### config.mk
export PLATFORM = sky130hd
export DESIGN_NAME = param_port_strobe_io
export DESIGN_NICKNAME = d
export VERILOG_FILES = /design/src/shared/param_port_pkg.sv /design/src/shared/pin_sync_if.sv /design/src/design/pin_sync.sv /design/src/design/param_port_strobe_io.sv
export SDC_FILE = /design/constraint.sdc
export NUM_CORES = 1
export LEC_CHECK = 0
export BUFFER_PORTS_ARGS = -buffer_cell sky130_fd_sc_hd__buf_2
export CORE_MARGIN = 5
export CORE_UTILIZATION = 54
export DETAILED_ROUTE_END_ITERATION = 6
export HOLD_SLACK_MARGIN = 0.08
export PLACE_DENSITY = 0.76
export SLEW_MARGIN = 10
export SYNTH_ARGS = -nofsm -noshare
export SYNTH_HDL_FRONTEND = slang
export SYNTH_SLANG_ARGS = --single-unit
### constraint.sdc
create_clock -name ref_clk -period 2.9 [get_ports ref_clk]
set_input_delay 0.29 -clock ref_clk [delete_from_list [all_inputs] [get_ports ref_clk]]
set_output_delay 0.29 -clock ref_clk [all_outputs]
set_load 0.02 [all_outputs]
### src/shared/param_port_pkg.sv
// Shared constants and types for the parameter port block
`default_nettype none

package param_port_pkg;

  // Reference clock period
  localparam int CLK_PERIOD_NS   = 4;

  // Port width and value loaded on reset or address deletion
  localparam int PARAM_WIDTH     = 4;
  localparam logic [PARAM_WIDTH-1:0] PARAM_RESET_VALUE = 4'hF;

  // Pin setup ahead of the strobe edge (designed value, 0.1..0.6 us)
  localparam int SETUP_NS        = 500;
  // Strobe pulse width (5..6 us)
  localparam int STROBE_NS       = 5500;
  // Driver release after the strobe in multiplex mode (0.1..0.6 us)
  localparam int HOLD_NS         = 500;
  // Input acceptance delay after new data (11..13.5 us)
  localparam int ACCEPT_NS       = 12000;

  // Cycle counts; least times round up, all at least one cycle
  localparam int SETUP_CYC  = (SETUP_NS + CLK_PERIOD_NS - 1) / CLK_PERIOD_NS;
  localparam int STROBE_CYC = (STROBE_NS + CLK_PERIOD_NS - 1) / CLK_PERIOD_NS;
  localparam int HOLD_CYC   = (HOLD_NS + CLK_PERIOD_NS - 1) / CLK_PERIOD_NS;
  localparam int ACCEPT_CYC = (ACCEPT_NS + CLK_PERIOD_NS - 1) / CLK_PERIOD_NS;

  // Instants counted from the cycle new data reaches the pins
  localparam int T_STROBE_START  = SETUP_CYC;
  localparam int T_STROBE_END    = SETUP_CYC + STROBE_CYC;
  localparam int T_RELEASE       = T_STROBE_END + HOLD_CYC;
  localparam int T_SAMPLE        = ACCEPT_CYC;

  // Sequence timer width and type
  localparam int TICK_WIDTH      = 12;
  typedef logic [TICK_WIDTH-1:0] tick_t;

  // Synchroniser depth for pin inputs
  localparam int SYNC_STAGES     = 2;

  // Output update sequence states
  typedef enum logic [2:0]
  {
    ST_IDLE,
    ST_SETUP,
    ST_STROBE,
    ST_HOLD,
    ST_ACCEPT
  } seq_state_t;

endpackage

`default_nettype wire

### src/shared/pin_sync_if.sv
// Carrier between the pin synchroniser and the port sequencer
`timescale 1ns/100ps
`default_nettype none

interface pin_sync_if #(parameter int WIDTH = 4);
  logic [WIDTH-1:0] raw;     // Asynchronous pin levels
  logic [WIDTH-1:0] synced;  // Levels on the reference clock

  // Synchroniser side
  modport sync
  (
    input  raw,
    output synced
  );

  // Consumer side
  modport user
  (
    output raw,
    input  synced
  );
endinterface

`default_nettype wire

### src/design/pin_sync.sv
// Two stage synchroniser for the parameter pin inputs
`timescale 1ns/100ps
`default_nettype none

module pin_sync
#(
  parameter int WIDTH = 4
)
(
  input  wire logic    ref_clk,
  input  wire logic    resetn,
  pin_sync_if.sync     pins
);
  import param_port_pkg::*;

  logic [WIDTH-1:0] stage1;       // First stage, read only by stage2
  logic [WIDTH-1:0] stage2;       // Second stage, safe to use
  logic [WIDTH-1:0] next_stage1;  // Next first stage
  logic [WIDTH-1:0] next_stage2;  // Next second stage

  // Refuse a width of nothing
  if (WIDTH < 1)
  begin : g_width_check
    $error("pin_sync width must be at least one");
  end

  // Shift path
  always_comb
  begin
    next_stage1 = pins.raw;
    next_stage2 = stage1;
  end

  // Registers; pins idle high through the open-drain pull-up
  always_ff @(posedge ref_clk or negedge resetn)
  begin
    if (!resetn)
    begin
      stage1 <= '1;
      stage2 <= '1;
    end
    else
    begin
      stage1 <= next_stage1;
      stage2 <= next_stage2;
    end
  end

  assign pins.synced = stage2;

endmodule

`default_nettype wire

### src/design/param_port_strobe_io.sv
// Slave-mode parameter port with open-drain pins and parameter strobe
`timescale 1ns/100ps
`default_nettype none

module param_port_strobe_io
#(
  parameter int WIDTH = param_port_pkg::PARAM_WIDTH
)
(
  input  wire logic                                  ref_clk,
  input  wire logic                                  resetn,
  input  wire logic                                  param_write_valid,
  output logic                                       param_write_ready,
  input  wire logic [param_port_pkg::PARAM_WIDTH-1:0] param_write_data,
  input  wire logic                                  delete_address,
  input  wire logic                                  multiplex_param,
  input  wire logic [param_port_pkg::PARAM_WIDTH-1:0] param_pin_in,
  output logic [param_port_pkg::PARAM_WIDTH-1:0]     param_pin_out,
  output logic [param_port_pkg::PARAM_WIDTH-1:0]     param_pin_oe,
  output logic                                       param_strobe_pin_out,
  output logic                                       param_strobe_pin_oe,
  output logic                                       param_reply_valid,
  output logic [param_port_pkg::PARAM_WIDTH-1:0]     param_reply_data,
  output logic [param_port_pkg::PARAM_WIDTH-1:0]     param_out_value,
  output logic                                       data_exchange_inhibit,
  output logic                                       data_port_enable
);
  import param_port_pkg::*;

  // Elaboration checks on width and timing order
  if (WIDTH != PARAM_WIDTH)
  begin : g_width_check
    $error("param_port_strobe_io supports only the documented width");
  end
  if (T_SAMPLE <= T_RELEASE || T_SAMPLE >= (1 << TICK_WIDTH))
  begin : g_timing_check
    $error("param_port_strobe_io timing constants out of order");
  end

  // Sequence state
  seq_state_t               state;          // Current step
  seq_state_t               next_state;     // Next step
  tick_t                    tick;           // Cycles since pins updated
  tick_t                    next_tick;      // Next timer value
  logic                     forced;         // Reset or deletion load
  logic                     next_forced;    // Next forced marker
  logic                     mux_mode;       // Multiplex flag of sequence
  logic                     next_mux_mode;  // Next multiplex marker

  // Port outputs
  logic [WIDTH-1:0]         out_reg;        // Parameter output register
  logic [WIDTH-1:0]         next_out_reg;   // Next register value
  logic [WIDTH-1:0]         pin_oe;         // Pull-down enables
  logic [WIDTH-1:0]         next_pin_oe;    // Next pull-down enables
  logic                     strobe;         // Strobe pulse active
  logic                     next_strobe;    // Next strobe level

  // Reply and data port control
  logic                     reply_valid;    // Reply pulse
  logic                     next_reply_valid;
  logic [WIDTH-1:0]         reply_data;     // Sampled input value
  logic [WIDTH-1:0]         next_reply_data;
  logic                     inhibit;        // Data exchange inhibit
  logic                     next_inhibit;   // Next inhibit value

  // Timer arithmetic
  tick_t                    tick_inc;       // Timer plus one

  // Synchronised pin levels
  pin_sync_if #(.WIDTH(WIDTH)) pins ();

  // Pins are inputs all the time, even while driven low
  assign pins.raw = param_pin_in;

  // Two flops before any logic reads the pins
  pin_sync
  #(
    .WIDTH (WIDTH)
  )
  u_pin_sync
  (
    .ref_clk (ref_clk),
    .resetn  (resetn),
    .pins    (pins)
  );

  // Timer step, kept at the timer width
  assign tick_inc = tick + tick_t'(1);

  // Next values of the update sequence
  always_comb
  begin
    next_state       = state;
    next_tick        = tick;
    next_forced      = forced;
    next_mux_mode    = mux_mode;
    next_out_reg     = out_reg;
    next_pin_oe      = pin_oe;
    next_strobe      = strobe;
    next_reply_valid = 1'b0;
    next_reply_data  = reply_data;
    next_inhibit     = inhibit;

    if (delete_address)
    begin
      // Deletion aborts any sequence and loads all ones
      next_out_reg  = PARAM_RESET_VALUE;
      next_pin_oe   = '0;
      next_forced   = 1'b1;
      next_mux_mode = multiplex_param;
      next_inhibit  = 1'b1;
      next_strobe   = 1'b0;
      next_tick     = '0;
      // Strobe follows with normal setup timing
      next_state    = ST_SETUP;
    end
    else
    begin
      case (state)
        ST_IDLE:
        begin
          // Accept a new parameter value from the master
          if (param_write_valid)
          begin
            // Latch and drive: zero bits pull low, ones release
            next_out_reg  = param_write_data;
            next_pin_oe   = ~param_write_data;
            next_forced   = 1'b0;
            // Multiplex only when the flag reads 1
            next_mux_mode = multiplex_param;
            // Write request clears the inhibit
            next_inhibit  = 1'b0;
            next_tick     = '0;
            next_state    = ST_SETUP;
          end
        end

        ST_SETUP:
        begin
          // Pins settle before the strobe edge
          next_tick = tick_inc;
          if (tick_inc == tick_t'(T_STROBE_START))
          begin
            // Announce the new value
            next_strobe = 1'b1;
            next_state  = ST_STROBE;
          end
        end

        ST_STROBE:
        begin
          // Pulse of fixed width
          next_tick = tick_inc;
          if (tick_inc == tick_t'(T_STROBE_END))
          begin
            next_strobe = 1'b0;
            next_state  = ST_HOLD;
          end
        end

        ST_HOLD:
        begin
          // Hold time after the strobe pulse ends
          next_tick = tick_inc;
          if (tick_inc == tick_t'(T_RELEASE))
          begin
            // Multiplex: drivers off before sampling
            if (mux_mode)
            begin
              next_pin_oe = '0;
            end
            // Reset loads carry no reply
            if (forced)
            begin
              next_state = ST_IDLE;
            end
            else
            begin
              next_state = ST_ACCEPT;
            end
          end
        end

        ST_ACCEPT:
        begin
          // Wait for the acceptance instant
          next_tick = tick_inc;
          if (tick_inc == tick_t'(T_SAMPLE))
          begin
            // Choose wired-AND or external value
            if (mux_mode)
            begin
              next_reply_data = pins.synced;
            end
            else
            begin
              next_reply_data = out_reg & pins.synced;
            end
            // Return the sample to the master
            next_reply_valid = 1'b1;
            next_state       = ST_IDLE;
          end
        end

        default:
        begin
          // Unknown state: return to idle
          next_state = ST_IDLE;
        end
      endcase
    end
  end

  // Sequence registers; reset starts a forced load with strobe
  always_ff @(posedge ref_clk or negedge resetn)
  begin
    if (!resetn)
    begin
      // IC reset loads all ones, drivers off, strobe pending
      state       <= ST_SETUP;
      tick        <= '0;
      forced      <= 1'b1;
      mux_mode    <= 1'b0;
      out_reg     <= PARAM_RESET_VALUE;
      pin_oe      <= '0;
      strobe      <= 1'b0;
      reply_valid <= 1'b0;
      reply_data  <= '0;
      inhibit     <= 1'b1;
    end
    else
    begin
      state       <= next_state;
      tick        <= next_tick;
      forced      <= next_forced;
      mux_mode    <= next_mux_mode;
      out_reg     <= next_out_reg;
      pin_oe      <= next_pin_oe;
      strobe      <= next_strobe;
      reply_valid <= next_reply_valid;
      reply_data  <= next_reply_data;
      inhibit     <= next_inhibit;
    end
  end

  // New writes only while idle and no deletion pending
  assign param_write_ready    = (state == ST_IDLE) && !delete_address;

  // Open-drain pins only ever pull low
  assign param_pin_out        = '0;
  assign param_pin_oe         = pin_oe;

  // Strobe is an active-low open-drain pulse
  assign param_strobe_pin_out = 1'b0;
  assign param_strobe_pin_oe  = strobe;

  // Reply towards the protocol logic
  assign param_reply_valid    = reply_valid;
  assign param_reply_data     = reply_data;

  // Register view and data port control
  assign param_out_value       = out_reg;
  assign data_exchange_inhibit = inhibit;
  assign data_port_enable      = !inhibit;

endmodule

`default_nettype wire

; Word level (Yosys, flattened, before mapping)
; Cells that the tools add are included.
[totals]
regBits = 39
inputBits = 13
out_inout_bits = 22
elab_cells = 78
[classes]
add_sub_neg = 1
eq_ne = 14
mux = 33
n_bitwise = 3
reduce_logical = 16
[op_table]
columns = op, count
row1 = $mux 4, 8
row2 = $eq 12x11->1 const B, 2
row3 = $mux 12, 2
row4 = $pmux 12 s2, 1
row5 = $mux 3, 7
row6 = $ne 3x3->1 const B, 6
row7 = $pmux 3 s5, 1
row8 = $add 12x1->12 const B, 1
row9 = $eq 12x12->1 const B, 1
row10 = $eq 12x7->1 const B, 1
row11 = $mux 1, 12
row12 = $reduce_bool 3->1, 3
row13 = $pmux 4 s2, 1
row14 = $eq 3x2->1 const B, 2
row15 = $reduce_and 3->1, 2
row16 = $reduce_and 5->1, 1
row17 = $and 4x4->4, 1
row18 = $not 4->4, 1
row19 = $reduce_and 2->1, 2
row20 = $reduce_and 4->1, 1
row21 = $reduce_bool 2->1, 2
row22 = $reduce_or 4->1, 1
row23 = $eq 3x1->1 const B, 1
row24 = $eq 3x3->1 const B, 1
row25 = other kinds (5), 6

; Depth between registers and ports, before layout
[depth]
word_depth = 5
ltp_mapped = 9
ltp_nobuf = 7

; Hierarchy
; A second synthesis with hierarchy kept.
[unflattened]
cells_unflattened = 229
area_unflattened_um2 = 2123.3
[modules_own_cells]
columns = mod, instances, cells_each, area_per_inst_um2, seq_area_each_um2
row1 = param_port_strobe_io, 1, 221, 1913.1, 783.3
row2 = pin_sync, 1, 8, 210.2, 210.2

; Worst setup path after synthesis
; Ideal clock, no wire load.
[synth_path]
path_type = reg-to-reg
from = reg tick[0]
to = reg reply_data[0], in the netlist param_reply_data[0]
setup_time_ps = 79
t_arrival_ps = 2491
t_required_ps = 2821
slack_ps = 330
stages_incl_launch_ff = 10
n_path_buf = 2
synth_period_minus_slack_ps = 2570
path_cell_list = dfrtp_1 ha_1 buf_4 nand3_1 or4_1 buf_2 xnor2_1 or4_4 nor4_4 mux2i_1
[synth_via]
elab_chain_cells = 3
[synth_lines]
columns = item, line_no
row1 = from (decl), param_port_strobe_io.sv:43  ; tick_t tick;
row2 = from (signal assigned), param_port_strobe_io.sv:234  ; tick <= next_tick;
row3 = $add 12x1->12, param_port_strobe_io.sv:88  ; assign tick_inc = tick + tick_t'(1);
row4 = $eq 12x12->1, param_port_strobe_io.sv:188  ; if (tick_inc == tick_t'(T_SAMPLE))
row5 = $reduce_and 3->1 (no line), n/a
row6 = to (signal assigned), param_port_strobe_io.sv:241  ; reply_data <= next_reply_data;
row7 = to (decl), param_port_strobe_io.sv:61  ; logic [WIDTH-1:0] reply_data;
; Every way passes these cells.
; A chain may end at the register's enable or synchronous reset.

; Worst setup path in the final report
[layout_path]
from = reg tick[3]
to = reg reply_data[1], in the netlist param_reply_data[1]
; The elaborated chain is that of the path after synthesis.

==> key figures <==
Power
  – Peak VDD IR: approximately 210 uV
  – PwrDens: around 400 mW/mm^2
  – Leakage power: between 1 and 1.5 nW

Timing
  – Clk_skew: 9.11 ps
  – RSZ-0062 raised after global routing: no
  – Final hold vios: 0
  – Crit path time final: roughly 2600 ps
  – Setup tns final: 0 ps
  – Final hold slack: 86.1 ps
  – Period Utilization, post-route: 0.906
  – Final Max Slew Viols: 0
  – PnR worst setup slack: ~270 ps
  – Final setup fails: 0
  – Worst slew pin tran: approximately 860 ps
  – Max Fclk: 0.381 GHz
  – Slew margin rel.: 0.428

Logic synthesis
  – Avg Cell Area, Syn: 9.44 um^2
  – FFs w/ async S/R, synth: 1.00
  – Top_reg_cell synth: dfrtp_1
  – Number of synthesized flops with an enable pin: 0
  – Synthesized cell area: 0.00236 mm^2
  – Top cell type's share of synthesized area: 0.265
  – Synthesized flop and latch total: 39
  – Area contributors post-synth: dfrtp_1 26%, dfstp_2 16%, mux2i_1 3.8%
  – Mapped Cells: 250
  – Synth area leader: dfrtp_1
  – Seq/Total Area, Yosys: 0.421
  – Post-synthesis cell type count: 60
  – YS warnings: 0

Floorplanning
  – Core Rows: 24
  – Die Y: 76.1 um
  – Die area: 0.00579 mm^2
  – Top Ports: 35
  – CORE AREA: 0.00429 mm^2
  – Die W: 76.1 um
  – Initial Utilization: 0.550

Clock tree
  – TritonCTS clock tree: yes
  – CTS root buf: clkbuf_8
  – Clock transition at path regs: about 80 ps
  – Clock Path Buffers: 2
  – CTS Sinks: 39
  – H-tree depth: 2
  – Later-pin clock latency in the skew report: 300 ps
  – CTS buffer count: 5

Status
  – Outcome: completed

Cells and area
  – Diodes inserted: 0
  – Final nets: 291
  – Commonest cells after routing, fill and taps aside: 29 x buf_2, 25 x dfrtp_1, 19 x nand2_1, 17 x nor2_1, 17 x o21ai_0
  – Multi-input logic area: around 0.0012 mm^2
  – Non-Filler Instances: 328
  – Commonest non-fill, non-tap cell in the layout: buf_2
  – Layout area overhead: 10.6%
  – Sequential Area: 993 um^2
  – Fill count: 395
  – Layout cells sized above 1: 0.254

Setup path
  – Setup CP Type: reg2reg
  – CP endpoint: param_reply_data[1]
  – FF-to-FF setup slack: approximately 270 ps
  – Worst Path Max Fanout: 9
  – WP data required: about 3100 ps
  – Register-to-Register Path Depth: 6
  – RR Startpoint: tick[3]
  – Crit path launch type: register
  – Critical path data arrival time: 2850 ps
  – Crit end category: register
  – Reg2reg end: param_reply_data[1]
  – Worst setup startpoint: tick[3]

Placement
  – Routability Congestion: 0.926
  – I/O Buffers: 29
  – Final HPWL DP: roughly 3800 um
  – Dpl cells: approximately 320
  – Pre-CTS WS: 301 ps

GRT
  – GRT overflow: 0
  – Initial antenna violation count: 0
  – Vias in the first global route: 1749
  – Largest net degree at the start of global routing: 40
  – First-pass GRT wire length: 8880 um
  – Tot GR Track Use: 0.182

Detailed routing
  – Via/cell ratio: slightly below 6
  – Antenna viol nets, final: 0
  – Routed len/inst: 16.1 um
  – Post-Route WL: approximately 5300 um
  – Drt drc: 0
  – Total number of vias: slightly below 2000
  – First DRT Iteration DRCs: between 100 and 150
  – Initial DRT Pass Iterations: 4

Min path
  – Hold Crit Class: in2reg

Run
  – Max-Cap Viols: 0
==> cell type report <==
type                       count  area share
multi-input combinational    182       0.468
sequential                    39       0.380
timing repair buffer          36      0.0767
clock buffer                   5      0.0264
tap                           52      0.0249
inverter                      11      0.0158
clock inverter                 3     0.00767
==> metal layers <==
layer / GRT usage / up-vias / share of wire
li1: - / 949 / -
met1: 0.255 / 916 / 0.44
met2: 0.289 / 77 / 0.47
met3: 0.0366 / 7 / 0.074
met4: 0.0472 / 0 / 0.012
met5: 0 / - / 0
==> repair_timing <==
item                                   CTS  global route
buffers inserted                         0             0
hold buffers                             0             1
endpoints found under the hold margin    0             1
setup endpoints to repair                0             0
gates resized for setup                  0             0
==> stage by stage <==
| stage | utilization | cell area (um^2) | total power [W] |
|---|---|---|---|
| floorplan | - | 2380 | 0.000642 |
| global placement | 0.585 | 2510 | 0.000678 |
| detailed placement | 0.585 | 2510 | 0.000680 |
| CTS | 0.606 | 2600 | 0.00105 |
| global route | 0.608 | 2610 | 0.00109 |
| finish | 0.608 | 2610 | 0.00104 |
==> worst max-delay path, stage by stage, from the launching register on <==
cell     delay (ps)
dfrtp_1         530
nand3_1         210
or4_1           610
xnor2_1         180
or4_4           450
nor4_4          320
mux2i_1         250
==> logic make-up (layout without fill, tap and decap cells) <==
group                      Yosys count  in the layout  share of synthesized area
AOI/OAI and AO/OA                   61             61                      0.173
adders and majority gates            3              3                     0.0159
buffers and inverters               33             55                     0.0678
other                                1              5                    0.00159
xor gates and xnor gates             8              8                     0.0297
and+or+nand+nor                     95             95                      0.248
muxes                               10             10                     0.0429
DFF                                 39             39                      0.421
==> synthesized netlist by cell type, types with 4 or more instances <==
cell type and instances:
o21ai_1 4, nand4_1 4, inv_1 11, nand2_1 19
buf_4 8, nor2_1 17, o32ai_1 5, nor3_1 7
a21oi_1 4, nand3_1 6, o21ai_0 17, mux2i_1 9
a31oi_1 6, xor2_1 6, dfstp_2 14, clkbuf_1 9
nand2b_1 6, dfrtp_1 25, a21o_1 4, buf_2 5
o31ai_1 5
==> power by group <==
group,switching (W),internal (W)
Clock,0.000202,0.000167
Combinational,0.0000660,0.0000340
Sequential,0.00000889,0.000562
Total,0.000277,0.000764
==> how the worst min path moves through the flow <==
stage	to	from	cells after the start	slack (ps)
finish	u_pin_sync.next_stage2[3]	param_pin_in[3]	1	90
global route	u_pin_sync.next_stage2[0]	param_pin_in[0]	1	80
CTS	u_pin_sync.next_stage2[3]	param_pin_in[3]	1	80
detailed placement	u_pin_sync.pins.synced[1]	u_pin_sync.next_stage2[1]	0	350
global placement	u_pin_sync.pins.synced[0]	u_pin_sync.next_stage2[0]	0	350
floorplan	mux_mode	resetn	0	-6
==> state kept, by name, summed over array words and instances (netlist names) <==
signal / flops
data_exchange_inhibit: 1
mux_mode: 1
param_out_value: 4
param_pin_oe: 4
param_reply_data: 4
param_reply_valid: 1
param_strobe_pin_oe: 1
state: 3
tick: 12
u_pin_sync.next_stage2: 4
u_pin_sync.pins.synced: 4
(Power assumes the default switching activity.)
